[src/core/sfe_cfg.svh]
/*
  Offsets, field positions, reset values and bus codes of the socket force-event block.
  Assumes inclusion by bare name from the design files of this block.
*/
`ifndef SFE_CFG_SVH
`define SFE_CFG_SVH

// ----------------------------------------
// register map (byte addresses)
// ----------------------------------------
`define SFE_ADDR_W 8
`define SFE_OFF_FORCE 8'h0c
`define SFE_OFF_STATUS 8'h40

// ----------------------------------------
// force register fields; bits 15 and 16 are status word fields
// ----------------------------------------
`define SFE_BIT_RETEST 14
`define SFE_BIT_YV 13
`define SFE_BIT_XV 12
`define SFE_BIT_THREE 11
`define SFE_BIT_FIVE 10
`define SFE_BIT_INVALID 9
`define SFE_BIT_LOSS 8
`define SFE_BIT_UNRECOG 7
`define SFE_BIT_CARDBUS 5
`define SFE_BIT_SIXTEEN 4
`define SFE_BIT_POWER_EVT 3
`define SFE_BIT_DET2_EVT 2
`define SFE_BIT_DET1_EVT 1
`define SFE_BIT_STS_EVT 0
`define SFE_BIT_PWR_EN 15
`define SFE_BIT_BUSY 16

// ----------------------------------------
// reset values and bus codes
// ----------------------------------------
`define SFE_FLAGS_RST 9'h000
`define SFE_RESP_OKAY 2'h0
`define SFE_RESP_DECERR 2'h3
`define SFE_ZERO32 32'h0000_0000

`endif

[src/core/sfe_pkg.sv]
/*
  Types shared by the socket force-event block.
  Assumes the configuration header sfe_cfg.svh beside it.
*/
package sfe_pkg;

  typedef enum logic [1:0] {SFE_IDLE, SFE_REQUEST, SFE_WAIT} sfe_retest_state_t;

  // present-state flags held here: caps yv,xv,3v,5v, invalid, loss, unrecog, cardbus, sixteen
  typedef logic [8:0] sfe_flags_t;

endpackage

[src/core/sfe_links_if.sv]
/*
  Carriers between the socket force-event top and its two helpers.
  Assumes one clock domain; the top drives the core side of each.
*/
`timescale 1ns/1ps

interface sfe_regbus_if;
  logic wr_en;
  logic [7:0] wr_addr;
  logic [31:0] wr_data;
  logic [3:0] wr_strb;
  logic wr_ok;
  logic rd_en;
  logic [7:0] rd_addr;
  logic [31:0] rd_data;
  logic rd_ok;
  modport slave (output wr_en, output wr_addr, output wr_data, output wr_strb, input wr_ok,
                 output rd_en, output rd_addr, input rd_data, input rd_ok);
  modport core (input wr_en, input wr_addr, input wr_data, input wr_strb, output wr_ok,
                input rd_en, input rd_addr, output rd_data, output rd_ok);
endinterface

interface sfe_retest_if;
  logic start;
  logic done;
  logic busy;
  logic req;
  logic capture;
  modport seq (input start, input done, output busy, output req, output capture);
  modport core (output start, output done, input busy, input req, input capture);
endinterface

[src/core/sfe_axil_slave.sv]
/*
  AXI4-Lite slave front end: takes one write and one read at a time and turns them into
  single-cycle strobes on the register carrier.
  Assumes a synchronous active-low reset and a combinational decode on the core side.
*/
`timescale 1ns/1ps
`include "sfe_cfg.svh"

module sfe_axil_slave
  import sfe_pkg::*;
(
  input wire logic aclk,
  input wire logic aresetn,
  input wire logic [7:0] awaddr,
  input wire logic awvalid,
  output logic awready,
  input wire logic [31:0] wdata,
  input wire logic [3:0] wstrb,
  input wire logic wvalid,
  output logic wready,
  output logic [1:0] bresp,
  output logic bvalid,
  input wire logic bready,
  input wire logic [7:0] araddr,
  input wire logic arvalid,
  output logic arready,
  output logic [31:0] rdata,
  output logic [1:0] rresp,
  output logic rvalid,
  input wire logic rready,
  sfe_regbus_if.slave bus
);

  logic [7:0] aw_addr_reg;
  logic [31:0] w_data_reg;
  logic [3:0] w_strb_reg;
  logic do_write;

  // ----------------------------------------
  // write channel
  // ----------------------------------------
  // address and data may arrive in either order; each is parked until both are here
  assign do_write = !awready && !wready && !bvalid;
  assign bus.wr_en = do_write;
  assign bus.wr_addr = aw_addr_reg;
  assign bus.wr_data = w_data_reg;
  assign bus.wr_strb = w_strb_reg;

  always_ff @(posedge aclk)
  begin
    if (!aresetn)
    begin
      // a low ready marks a parked item
      awready <= 1'b1;
      wready <= 1'b1;
      bvalid <= 1'b0;
      bresp <= `SFE_RESP_OKAY;
      aw_addr_reg <= 8'h00;
      w_data_reg <= `SFE_ZERO32;
      w_strb_reg <= 4'h0;
    end
    else if (bvalid)
    begin
      if (bready)
      begin
        bvalid <= 1'b0;
        awready <= 1'b1;
        wready <= 1'b1;
      end
    end
    else if (do_write)
    begin
      bvalid <= 1'b1;
      bresp <= bus.wr_ok ? `SFE_RESP_OKAY : `SFE_RESP_DECERR;
    end
    else
    begin
      if (awready && awvalid)
      begin
        awready <= 1'b0;
        aw_addr_reg <= awaddr;
      end
      if (wready && wvalid)
      begin
        wready <= 1'b0;
        w_data_reg <= wdata;
        w_strb_reg <= wstrb;
      end
    end
  end

  // ----------------------------------------
  // read channel
  // ----------------------------------------
  assign bus.rd_en = arready && arvalid;
  assign bus.rd_addr = araddr;

  always_ff @(posedge aclk)
  begin
    if (!aresetn)
    begin
      arready <= 1'b0;
      rvalid <= 1'b0;
      rdata <= `SFE_ZERO32;
      rresp <= `SFE_RESP_OKAY;
    end
    else if (rvalid)
    begin
      if (rready)
      begin
        rvalid <= 1'b0;
        arready <= 1'b1;
      end
    end
    else if (arready && arvalid)
    begin
      arready <= 1'b0;
      rvalid <= 1'b1;
      rdata <= bus.rd_ok ? bus.rd_data : `SFE_ZERO32;
      rresp <= bus.rd_ok ? `SFE_RESP_OKAY : `SFE_RESP_DECERR;
    end
    else
      arready <= 1'b1;
  end

endmodule // sfe_axil_slave

[src/core/sfe_retest_seq.sv]
/*
  Card re-interrogation sequencer: asks the interrogation logic for a new pass and reports
  when its result may be captured.
  Assumes the interrogation logic answers on the same clock with a done pulse or level.
*/
`timescale 1ns/1ps

module sfe_retest_seq
  import sfe_pkg::*;
(
  input wire logic aclk,
  input wire logic aresetn,
  sfe_retest_if.seq rt
);

  sfe_retest_state_t state_reg;

  assign rt.busy = state_reg != SFE_IDLE;
  // result stands only with done; capture must not lag it
  assign rt.capture = (state_reg == SFE_WAIT) && rt.done;

  always_ff @(posedge aclk)
  begin
    if (!aresetn)
    begin
      state_reg <= SFE_IDLE;
      rt.req <= 1'b0;
    end
    else
    begin
      rt.req <= 1'b0;
      unique case (state_reg)
        SFE_IDLE:
        begin
          // a new request while one runs is folded into the running pass
          if (rt.start)
          begin
            state_reg <= SFE_REQUEST;
            rt.req <= 1'b1;
          end
        end
        SFE_REQUEST:
          state_reg <= SFE_WAIT;
        SFE_WAIT:
          if (rt.done)
            state_reg <= SFE_IDLE;
      endcase
    end
  end

endmodule // sfe_retest_seq

[src/core/sfe_top.sv]
/*
  Socket force-event register: software writes it to force socket event bits and held
  present-state flags, override voltage capabilities and start a card re-interrogation.
  Assumes an AXI4-Lite master, neighbouring event, power-control and interrogation logic
  on the same clock, and a global reset pin from outside the clock domain.
*/
// Behaviour
// force register sits at 0x0c; bits 31 to 15 read as zero
// writing one to bit 14 re-interrogates card, refreshes flags, re-enables power control
// software writes bit 14 whenever a forced change needs a card interrogation
// bit 13 write copies into yv capability flag; one disables power control
// bit 12 write copies into xv capability flag; one disables power control
// bit 11 write copies into 3.3 V capability flag; one disables power control
// bit 10 write copies into 5 V capability flag; one disables power control
// bit 9 write updates the invalid supply request flag
// bit 8 write updates the removal data loss flag
// bit 7 write updates the unrecognized card flag
// bit 6 is reserved and reads zero
// bit 5 write updates the cardbus detected flag
// bit 4 write updates the sixteen bit detected flag
// bit 3 write sets power event bit; powered status untouched
// bit 2 write sets detect two event bit; detect two level untouched
// bit 1 write sets detect one event bit; detect one level untouched
// bit 0 write sets status change event bit; status change level untouched
// held flags cleared by global reset; bus reset clears them only without pme; global reset is not seen while aresetn is low
// writes touch only force targets; write-only positions read with no meaning
`timescale 1ns/1ps
`include "sfe_cfg.svh"

module sfe_top
  import sfe_pkg::*;
(
  input wire logic aclk,
  input wire logic aresetn,
  input wire logic [7:0] s_axi_awaddr,
  input wire logic s_axi_awvalid,
  output logic s_axi_awready,
  input wire logic [31:0] s_axi_wdata,
  input wire logic [3:0] s_axi_wstrb,
  input wire logic s_axi_wvalid,
  output logic s_axi_wready,
  output logic [1:0] s_axi_bresp,
  output logic s_axi_bvalid,
  input wire logic s_axi_bready,
  input wire logic [7:0] s_axi_araddr,
  input wire logic s_axi_arvalid,
  output logic s_axi_arready,
  output logic [31:0] s_axi_rdata,
  output logic [1:0] s_axi_rresp,
  output logic s_axi_rvalid,
  input wire logic s_axi_rready,
  input wire logic global_reset_n,
  input wire logic pme_enable,
  input wire logic interrogation_done,
  input wire logic [8:0] interrogation_result,
  output logic interrogation_request,
  output logic power_control_enable,
  output logic event_write,
  output logic power_change_event,
  output logic detect_two_event,
  output logic detect_one_event,
  output logic status_change_event,
  output logic yv_capability_flag,
  output logic xv_capability_flag,
  output logic three_volt_capability_flag,
  output logic five_volt_capability_flag,
  output logic invalid_supply_request_flag,
  output logic removal_loss_flag,
  output logic unrecognized_card_flag,
  output logic cardbus_detected_flag,
  output logic sixteen_bit_detected_flag
);

  sfe_regbus_if bus ();
  sfe_retest_if rt ();

  sfe_flags_t flags_reg;
  logic grst_meta_reg;
  logic grst_sync_reg;
  logic lane0_wr;
  logic lane1_wr;
  logic force_wr;
  logic [31:0] wd;
  logic [31:0] status_word;

  // ----------------------------------------
  // address decode
  // ----------------------------------------
  function automatic logic reg_hit(input logic [7:0] addr);
    reg_hit = (addr == `SFE_OFF_FORCE) || (addr == `SFE_OFF_STATUS);
  endfunction

  assign bus.wr_ok = reg_hit(bus.wr_addr);
  assign bus.rd_ok = reg_hit(bus.rd_addr);
  assign force_wr = bus.wr_en && (bus.wr_addr == `SFE_OFF_FORCE);
  assign lane0_wr = force_wr && bus.wr_strb[0];
  assign lane1_wr = force_wr && bus.wr_strb[1];
  assign wd = bus.wr_data;

  // ----------------------------------------
  // bus front end and sequencer
  // ----------------------------------------
  sfe_axil_slave u_slave (
    .aclk(aclk),
    .aresetn(aresetn),
    .awaddr(s_axi_awaddr),
    .awvalid(s_axi_awvalid),
    .awready(s_axi_awready),
    .wdata(s_axi_wdata),
    .wstrb(s_axi_wstrb),
    .wvalid(s_axi_wvalid),
    .wready(s_axi_wready),
    .bresp(s_axi_bresp),
    .bvalid(s_axi_bvalid),
    .bready(s_axi_bready),
    .araddr(s_axi_araddr),
    .arvalid(s_axi_arvalid),
    .arready(s_axi_arready),
    .rdata(s_axi_rdata),
    .rresp(s_axi_rresp),
    .rvalid(s_axi_rvalid),
    .rready(s_axi_rready),
    .bus(bus)
  );

  sfe_retest_seq u_retest (
    .aclk(aclk),
    .aresetn(aresetn),
    .rt(rt)
  );

  assign rt.start = lane1_wr && wd[`SFE_BIT_RETEST];
  assign rt.done = interrogation_done;
  assign interrogation_request = rt.req;

  // ----------------------------------------
  // read data
  // ----------------------------------------
  // the force register reads zero throughout: its write-only bits carry no state worth
  // showing, and the held flags are visible in the status word instead
  always_comb
  begin
    status_word = `SFE_ZERO32;
    status_word[`SFE_BIT_YV:`SFE_BIT_UNRECOG] = flags_reg[8:2];
    status_word[`SFE_BIT_CARDBUS:`SFE_BIT_SIXTEEN] = flags_reg[1:0];
    status_word[`SFE_BIT_PWR_EN] = power_control_enable;
    status_word[`SFE_BIT_BUSY] = rt.busy;
  end

  assign bus.rd_data = (bus.rd_addr == `SFE_OFF_STATUS) ? status_word : `SFE_ZERO32;

  // ----------------------------------------
  // global reset synchroniser
  // ----------------------------------------
  // the pin is asynchronous to aclk; flags only see the second stage
  always_ff @(posedge aclk)
  begin
    if (!aresetn)
    begin
      grst_meta_reg <= 1'b1;
      grst_sync_reg <= 1'b1;
    end
    else
    begin
      grst_meta_reg <= global_reset_n;
      grst_sync_reg <= grst_meta_reg;
    end
  end

  // ----------------------------------------
  // held present-state flags
  // ----------------------------------------
  // a finished interrogation wins over a force write in the same cycle, since it carries
  // the newer view of the card
  always_ff @(posedge aclk)
  begin
    if (!grst_sync_reg)
      flags_reg <= `SFE_FLAGS_RST;
    else if (!aresetn && !pme_enable)
      flags_reg <= `SFE_FLAGS_RST;
    else if (!aresetn)
      flags_reg <= flags_reg;
    else if (rt.capture)
      flags_reg <= interrogation_result;
    else
    begin
      if (lane1_wr)
      begin
        flags_reg[8] <= wd[`SFE_BIT_YV];
        flags_reg[7] <= wd[`SFE_BIT_XV];
        flags_reg[6] <= wd[`SFE_BIT_THREE];
        flags_reg[5] <= wd[`SFE_BIT_FIVE];
        flags_reg[4] <= wd[`SFE_BIT_INVALID];
        flags_reg[3] <= wd[`SFE_BIT_LOSS];
      end
      if (lane0_wr)
      begin
        flags_reg[2] <= wd[`SFE_BIT_UNRECOG];
        flags_reg[1] <= wd[`SFE_BIT_CARDBUS];
        flags_reg[0] <= wd[`SFE_BIT_SIXTEEN];
      end
    end
  end

  assign yv_capability_flag = flags_reg[8];
  assign xv_capability_flag = flags_reg[7];
  assign three_volt_capability_flag = flags_reg[6];
  assign five_volt_capability_flag = flags_reg[5];
  assign invalid_supply_request_flag = flags_reg[4];
  assign removal_loss_flag = flags_reg[3];
  assign unrecognized_card_flag = flags_reg[2];
  assign cardbus_detected_flag = flags_reg[1];
  assign sixteen_bit_detected_flag = flags_reg[0];

  // ----------------------------------------
  // socket power control enable
  // ----------------------------------------
  // a forced capability disables power control until a re-interrogation completes; a write
  // that forces and retests at once ends enabled only after the new pass
  always_ff @(posedge aclk)
  begin
    if (!aresetn)
      power_control_enable <= 1'b1;
    else if (lane1_wr && (wd[`SFE_BIT_YV:`SFE_BIT_FIVE] != 4'h0))
      power_control_enable <= 1'b0;
    else if (rt.capture)
      power_control_enable <= 1'b1;
  end

  // ----------------------------------------
  // socket event forcing
  // ----------------------------------------
  // only the event bits move; the live level bits belong to the neighbour and get nothing
  always_ff @(posedge aclk)
  begin
    if (!aresetn)
    begin
      event_write <= 1'b0;
      power_change_event <= 1'b0;
      detect_two_event <= 1'b0;
      detect_one_event <= 1'b0;
      status_change_event <= 1'b0;
    end
    else
    begin
      event_write <= lane0_wr;
      if (lane0_wr)
      begin
        power_change_event <= wd[`SFE_BIT_POWER_EVT];
        detect_two_event <= wd[`SFE_BIT_DET2_EVT];
        detect_one_event <= wd[`SFE_BIT_DET1_EVT];
        status_change_event <= wd[`SFE_BIT_STS_EVT];
      end
    end
  end

endmodule // sfe_top

[config.mk]
export PLATFORM = sky130hd
export DESIGN_NAME = sfe_top
export DESIGN_NICKNAME = d
export VERILOG_FILES = /design/src/core/sfe_pkg.sv /design/src/core/sfe_links_if.sv /design/src/core/sfe_axil_slave.sv /design/src/core/sfe_retest_seq.sv /design/src/core/sfe_top.sv
export VERILOG_INCLUDE_DIRS = /design/src /design/src/core
export SDC_FILE = /design/constraint.sdc
export NUM_CORES = 1
export LEC_CHECK = 0
export BUFFER_PORTS_ARGS = -buffer_cell sky130_fd_sc_hd__buf_2
export CAP_MARGIN = 30
export CELL_PAD_IN_SITES_DETAIL_PLACEMENT = 1
export CELL_PAD_IN_SITES_GLOBAL_PLACEMENT = 2
export CORE_ASPECT_RATIO = 0.5
export CORE_MARGIN = 4
export CORE_UTILIZATION = 23
export DETAILED_ROUTE_END_ITERATION = 8
export PLACE_DENSITY = 0.73
export SYNTH_ARGS = -nofsm -noshare
export SYNTH_HDL_FRONTEND = slang
export SYNTH_SLANG_ARGS = --single-unit
[constraint.sdc]
create_clock -name aclk -period 1.7 [get_ports aclk]
set_input_delay 0.085 -clock aclk [delete_from_list [all_inputs] [get_ports aclk]]
set_output_delay 0.085 -clock aclk [all_outputs]
set_load 0.01 [all_outputs]
---- Word-level counts from Yosys, hierarchy flattened ----
Cells that the tools add are included.
W data, S select, Z words.
word-level totals
  bits in registers ....................... 86
  input port bits ......................... 71
  output and inout port bits .............. 57
  word-level logic and storage cells ...... 105
operators by class
  equal/unequal tests ..................... 11
  mux-type cells .......................... 29
  bitwise logic cells ..................... 4
  reduce and logical (&&, ||, !) cells .... 38
operators with widths
  operator              number
  $mux W17              2
  $mux W1               19
  $eq A8 B4 Y1 const B  2
  $eq A8 B7 Y1 const B  2
  $logic_and A1 B1 Y1   12
  $reduce_and A2 Y1     6
  $reduce_and A3 Y1     4
  $reduce_bool A2 Y1    6
  $mux W9               1
  $mux W2               4
  $ne A2 B2 Y1 const B  4
  $mux W6               1
  $pmux W2 S3           1
  $logic_not A1 Y1      5
  $not A1 Y1            4
  $reduce_bool A4 Y1    1
  $mux W3               1
  $eq A2 B1 Y1 const B  1
  $eq A2 B2 Y1 const B  1
  $logic_not A2 Y1      1
  $logic_or A1 B1 Y1    2
  $ne A2 B1 Y1 const B  1
  $reduce_or A2 Y1      1

---- Longest topological paths before layout ----
  depth after elaboration ................. 8
  depth in mapped cells ................... 7
  depth with buffers taken out ............ 6

---- Modules after synthesis ----
A second synthesis with hierarchy kept.
unflattened totals
  cell total of the unflattened synthesis .. 508
  area, all modules ....................... 4360.4 um2
by module, submodules not included
  module          times used  cells each  area each (um2)  seq. area each (um2)
  sfe_axil_slave  1           379         3219.3           1661.6
  sfe_top         1           110         964.7            340.3
  sfe_retest_seq  1           19          176.4            60.1

---- Least setup slack after synthesis ----
Ideal clock, no wire load.
  path kind ............................... register to register
  from .................................... register u_retest.state_reg[0]
  to ...................................... register flags_reg[5]
  setup time .............................. 140 ps
  data arrival time ....................... 1511 ps
  required time ........................... 1560 ps
  slack ................................... 49 ps
  cell stages (with the launch flop) ...... 8
  buffers on the path ..................... 1
  period minus slack after synthesis ...... 1651 ps
  cells stage by stage .................... dfxtp_1 inv_1 ha_1 nand2_1 clkbuf_1 mux2_2 a21oi_1 nor3_1
on the way
  word-level cells in the longest chain between the ends .. 4
  elaborated cells between the ends (all ways) .. 5
  those cells by class .................... eq/ne (1); mux (1); reduce/logical (3)
RTL lines
  element                              line                  text
  start: declaration                   sfe_retest_seq.sv:16  sfe_retest_state_t state_reg;
  start signal: assignment             sfe_retest_seq.sv:26  state_reg <= SFE_IDLE;
  start signal: assignment             sfe_retest_seq.sv:38  state_reg <= SFE_REQUEST;
  start signal: assignment             sfe_retest_seq.sv:43  state_reg <= SFE_WAIT;
  $eq A2 B2 Y1 *                       sfe_retest_seq.sv:20  assign rt.capture = (state_reg == SFE_WAIT) && rt.done;
  $logic_and A1 B1 Y1 *                sfe_retest_seq.sv:20
  $reduce_bool A2 Y1 (no source line)  n/a
  $reduce_and A2 Y1 (no source line)   n/a
  end signal: assignment               sfe_top.sv:178        flags_reg <= `SFE_FLAGS_RST;
  end signal: assignment               sfe_top.sv:180        flags_reg <= `SFE_FLAGS_RST;
  end signal: assignment               sfe_top.sv:182        flags_reg <= flags_reg;
  end: declaration                     sfe_top.sv:77         sfe_flags_t flags_reg;
Mark *: on every way between the ends. The rest lies on a longest branch, timed or not.
A chain may end at the register's enable or synchronous reset.

---- Final worst setup path ----
  from .................................... register u_slave.w_data_reg[14] (netlist: u_slave.bus.wr_data[14])
  to ...................................... register u_retest.state_reg[0]
on the way
  word-level cells in the longest chain between the ends .. 3
RTL lines
  element                             line                  text
  start: declaration                  sfe_axil_slave.sv:35  logic [31:0] w_data_reg;
  start signal: assignment            sfe_axil_slave.sv:59  w_data_reg <= `SFE_ZERO32;
  start signal: assignment            sfe_axil_slave.sv:86  w_data_reg <= wdata;
  $logic_and A1 B1 Y1                 sfe_top.sv:132        assign rt.start = lane1_wr && wd[`SFE_BIT_RETEST];
  $ne A2 B2 Y1 (no source line)       n/a
  $reduce_and A2 Y1 (no source line)  n/a
  end signal: assignment              sfe_retest_seq.sv:38
  end signal: assignment              sfe_retest_seq.sv:43
  end signal: assignment              sfe_retest_seq.sv:46  state_reg <= SFE_IDLE;
Every way passes these cells.

==> impl_metrics.sql <==
INSERT INTO impl_metrics (metric_group, metric, value, unit) VALUES
('run_status', 'status', 'finished, final reports clean', ''),
('cells_and_area', 'design.final.nets', '499', ''),
('timing', 'fin_crit_sh', '0.963', ''),
('die', 'initial_core_util', '0.241', ''),
('synthesis', 'synth_cell_type_count', '44', ''),
('pwr', 'vdd_ir_drop_max', '0.470', 'mV'),
('timing', 'report.final.setup_viol', '0', ''),
('pwr', 'total_leakage_power', '1.66', 'nW'),
('clocking', 'cts_inserted_buffers', '9', ''),
('routing', 'wirelength', '8.03', 'mm'),
('die', 'die_h', '84.8', 'µm'),
('setup_path', 'required', '1.93', 'ns'),
('cells_and_area', 'share_of_the_core_filled_with_cells_in_the_final_layout', '0.335', ''),
('timing', 'final.hold.worst_slack', '0.00202', 'ns'),
('synthesis', 'ys_top_cells_by_count', '62 x sky130_fd_sc_hd__dfxtp_1, 52 x sky130_fd_sc_hd__nand2_1, 39 x sky130_fd_sc_hd__a21oi_1', ''),
('setup_path', 'cp-start-kind', 'flop', ''),
('setup_path', 'critical_path_class', 'reg -> reg', ''),
('placement', 'gpl.final_weighted_congestion', '0.739', ''),
('min_path', 'min_path_type', 'in -> reg', ''),
('clocking', 'cts_max_level', '3', ''),
('placement', 'detailed_place.area', '0.00333', 'mm²'),
('placement', 'numPortBuffers', '86', ''),
('setup_path', 'setup.worst_path.end_class', 'flop', ''),
('setup_path', 'critical-path-slowest-cell', 'sky130_fd_sc_hd__or4bb_4', ''),
('global_routing', 'first_global_vias', '2613', ''),
('global_routing', 'grt_antenna_before_repair', '0', ''),
('die', 'die_area', '0.0137', 'mm²'),
('die', 'core-area', '0.0112', 'mm²'),
('cells_and_area', 'flip_flop_count_of_the_largest_register_after_layout', '14', ''),
('routing', 'avgRoutedWirePerCell', '13.7', 'µm'),
('synthesis', 'synth_most_common_cell', 'sky130_fd_sc_hd__dfxtp_1', ''),
('cells_and_area', 'final_standard_cell_area_without_fillers', '0.00376', 'mm²'),
('timing', 'final.min_clock_period', '1.64', 'ns'),
('clocking', 'cts.sink_count', '62', ''),
('synthesis', 'number_of_synthesized_flops_with_an_enable_pin', '0', ''),
('global_routing', 'global_route.overflow_total', '0', ''),
('synthesis', 'synth_top_cells_by_area', 'sky130_fd_sc_hd__dfxtp_1 46%, sky130_fd_sc_hd__a21oi_1 7.2%, sky130_fd_sc_hd__nand2_1 7.2%', ''),
('setup_path', 'cpPeakStageDelay', '0.54', 'ns'),
('synthesis', 'syn_area', '0.00272', 'mm²'),
('synthesis', 'yosys.area.top_type', 'sky130_fd_sc_hd__dfxtp_1', ''),
('cells_and_area', 'drive_above_1_share', '0.333', ''),
('setup_path', 'critical_path.cell_chain', 'or4bb_4 -> o41ai_4 -> a21oi_1 -> a311oi_1', ''),
('clocking', 'postCtsSetupRepairBufs', '0', ''),
('synthesis', 'synth_seq_area_share', '0.457', ''),
('cells_and_area', 'areaGrowthSynthToFinish', '38.6', '%'),
('synthesis', 'ys_warns', '0', ''),
('synthesis', 'synth-seq-cells', '62', ''),
('setup_path', 'worst-endpoint-arrival', '1.87', 'ns'),
('routing', 'routed_via_density', '4.26', ''),
('routing', 'first_pass_iters', '4', ''),
('clocking', 'clock-root-buffer', 'sky130_fd_sc_hd__clkbuf_16', ''),
('clocking', 'cts_tree', 'done', ''),
('synthesis', 'synth_top_flop_cell', 'sky130_fd_sc_hd__dfxtp_1', ''),
('routing', 'routed-via-count', '2505', ''),
('die', 'die_width', '162', 'µm'),
('pwr', 'power_density', '1020', 'mW/mm²'),
('pwr', 'power', '3.85', 'mW'),
('setup_path', 'timing.reg2reg.worst_path_depth', '4', ''),
('clocking', 'insertion_delay', '0.33', 'ns'),
('clocking', 'clkTransAtPathRegs', '0.06', 'ns'),
('synthesis', 'post_synth.cell_area_avg', '8.59', 'µm²'),
('routing', 'remaining_drc_errors', '0', ''),
('timing', 'slew_viol_final', '0', ''),
('job', 'cap_violations', '0', ''),
('synthesis', 'async_reset_ff_frac', '0', ''),
('cells_and_area', 'insertedDiodeCount', '0', ''),
('clocking', 'cts-root-to-sink-buffers', '2', ''),
('global_routing', 'grt_max_degree', '43', ''),
('placement', 'dp_hpwl', '6.06', 'mm'),
('die', 'core.rowCount', '27', ''),
('synthesis', 'gate_count_of_the_mapped_netlist', '316', '');
[cells by family (layout without fill, tap and decap cells)]
logic type / count (synthesis) / count (layout) / share of synthesized area
buf+inv: 43 / 136 / 0.0949
flops: 62 / 62 / 0.457
mux: 13 / 13 / 0.0521
other cells: 1 / 21 / 0.00138
fa+ha+maj: 3 / 3 / 0.0138
simple gates: 132 / 132 / 0.241
compound gates: 62 / 62 / 0.140
[layout by cell type, fill, tap and decap left out, types with 2 or more instances in the layout]
cell                             n
sky130_fd_sc_hd__mux2i_1         4
sky130_fd_sc_hd__inv_1           3
sky130_fd_sc_hd__nor2b_1         3
sky130_fd_sc_hd__or3_4           2
sky130_fd_sc_hd__conb_1         21
sky130_fd_sc_hd__nor4bb_1        2
sky130_fd_sc_hd__nand2b_1        3
sky130_fd_sc_hd__clkinv_2        2
sky130_fd_sc_hd__ha_1            3
sky130_fd_sc_hd__nand3b_1        2
sky130_fd_sc_hd__a21oi_1        39
sky130_fd_sc_hd__o21ai_0         3
sky130_fd_sc_hd__a22oi_1        11
sky130_fd_sc_hd__buf_2          86
sky130_fd_sc_hd__mux2_2          9
sky130_fd_sc_hd__clkinvlp_4      2
sky130_fd_sc_hd__clkbuf_16       9
sky130_fd_sc_hd__nor3_1         22
sky130_fd_sc_hd__nand4_1         2
sky130_fd_sc_hd__dlygate4sd3_1  13
sky130_fd_sc_hd__buf_4          17
sky130_fd_sc_hd__dfxtp_1        58
sky130_fd_sc_hd__or2b_1          2
sky130_fd_sc_hd__nor2_1         17
sky130_fd_sc_hd__dfxtp_2         4
sky130_fd_sc_hd__nand3_1        12
sky130_fd_sc_hd__nand2_1        52
[layer usage]
metal,routed length [µm],vias up,global-route usage
met2,3610,63,0.191
li1,-,1273,-
met5,0,-,0
met4,105,0,0.0391
met1,3880,1159,0.149
met3,429,10,0.0422
[critical path, delay by kind of cell (launching register included)]
kind / cells / cell delay (ns)
and+or+nand+nor: 1 / 0.54
DFF: 1 / 0.33
AOI/OAI and AO/OA: 3 / 0.67
[report_power, final]
| part | internal (mW) | switching (mW) |
|---|---|---|
| Clock | 1.12 | 0.648 |
| Sequential | 1.52 | 0.0483 |
| Combinational | 0.239 | 0.270 |
[area by class of cell]
type | instances | area, µm²
Clock inverter | 6 | 63.8
Multi-Input combinational cell | 231 | 1310
Inverter | 4 | 15.0
Sequential cell | 62 | 1250
Fill cell | 1373 | 7490
Clock buffer | 9 | 225
Timing Repair Buffer | 117 | 708
Tap cell | 159 | 199
[metrics by stage]
| step | instances | worst slack (ns) | TNS, ns |
|---|---|---|---|
| after global placement | 560 | 0.0778 | 0 |
| after detailed placement | 560 | 0.0248 | 0 |
| after global routing | 588 | -0.0259 | -0.0705 |
| after CTS | 588 | 0.0169 | 0 |
| after floorplan | 336 | 0.0489 | 0 |
| final | 588 | 0.0625 | 0 |
[worst paths after layout]
kind	startpoint	to	slack, ns
setup / recovery	u_slave.bus.wr_data[14]	u_retest.state_reg[0]	0.06
hold / removal	s_axi_wdata[14]	u_slave.bus.wr_data[14]	0.002
setup reg to reg	u_slave.bus.wr_data[14]	u_retest.state_reg[0]	0.06
hold reg to reg	grst_meta_reg	grst_sync_reg	0.42
[what timing repair did]
item                       4_1_cts  5_1_grt
resized for setup                0        8
hold buffers                    13        0
setup endpoints to repair        0       13
hold endpoints to repair        13        0
Power figures use the tool's default switching activity.
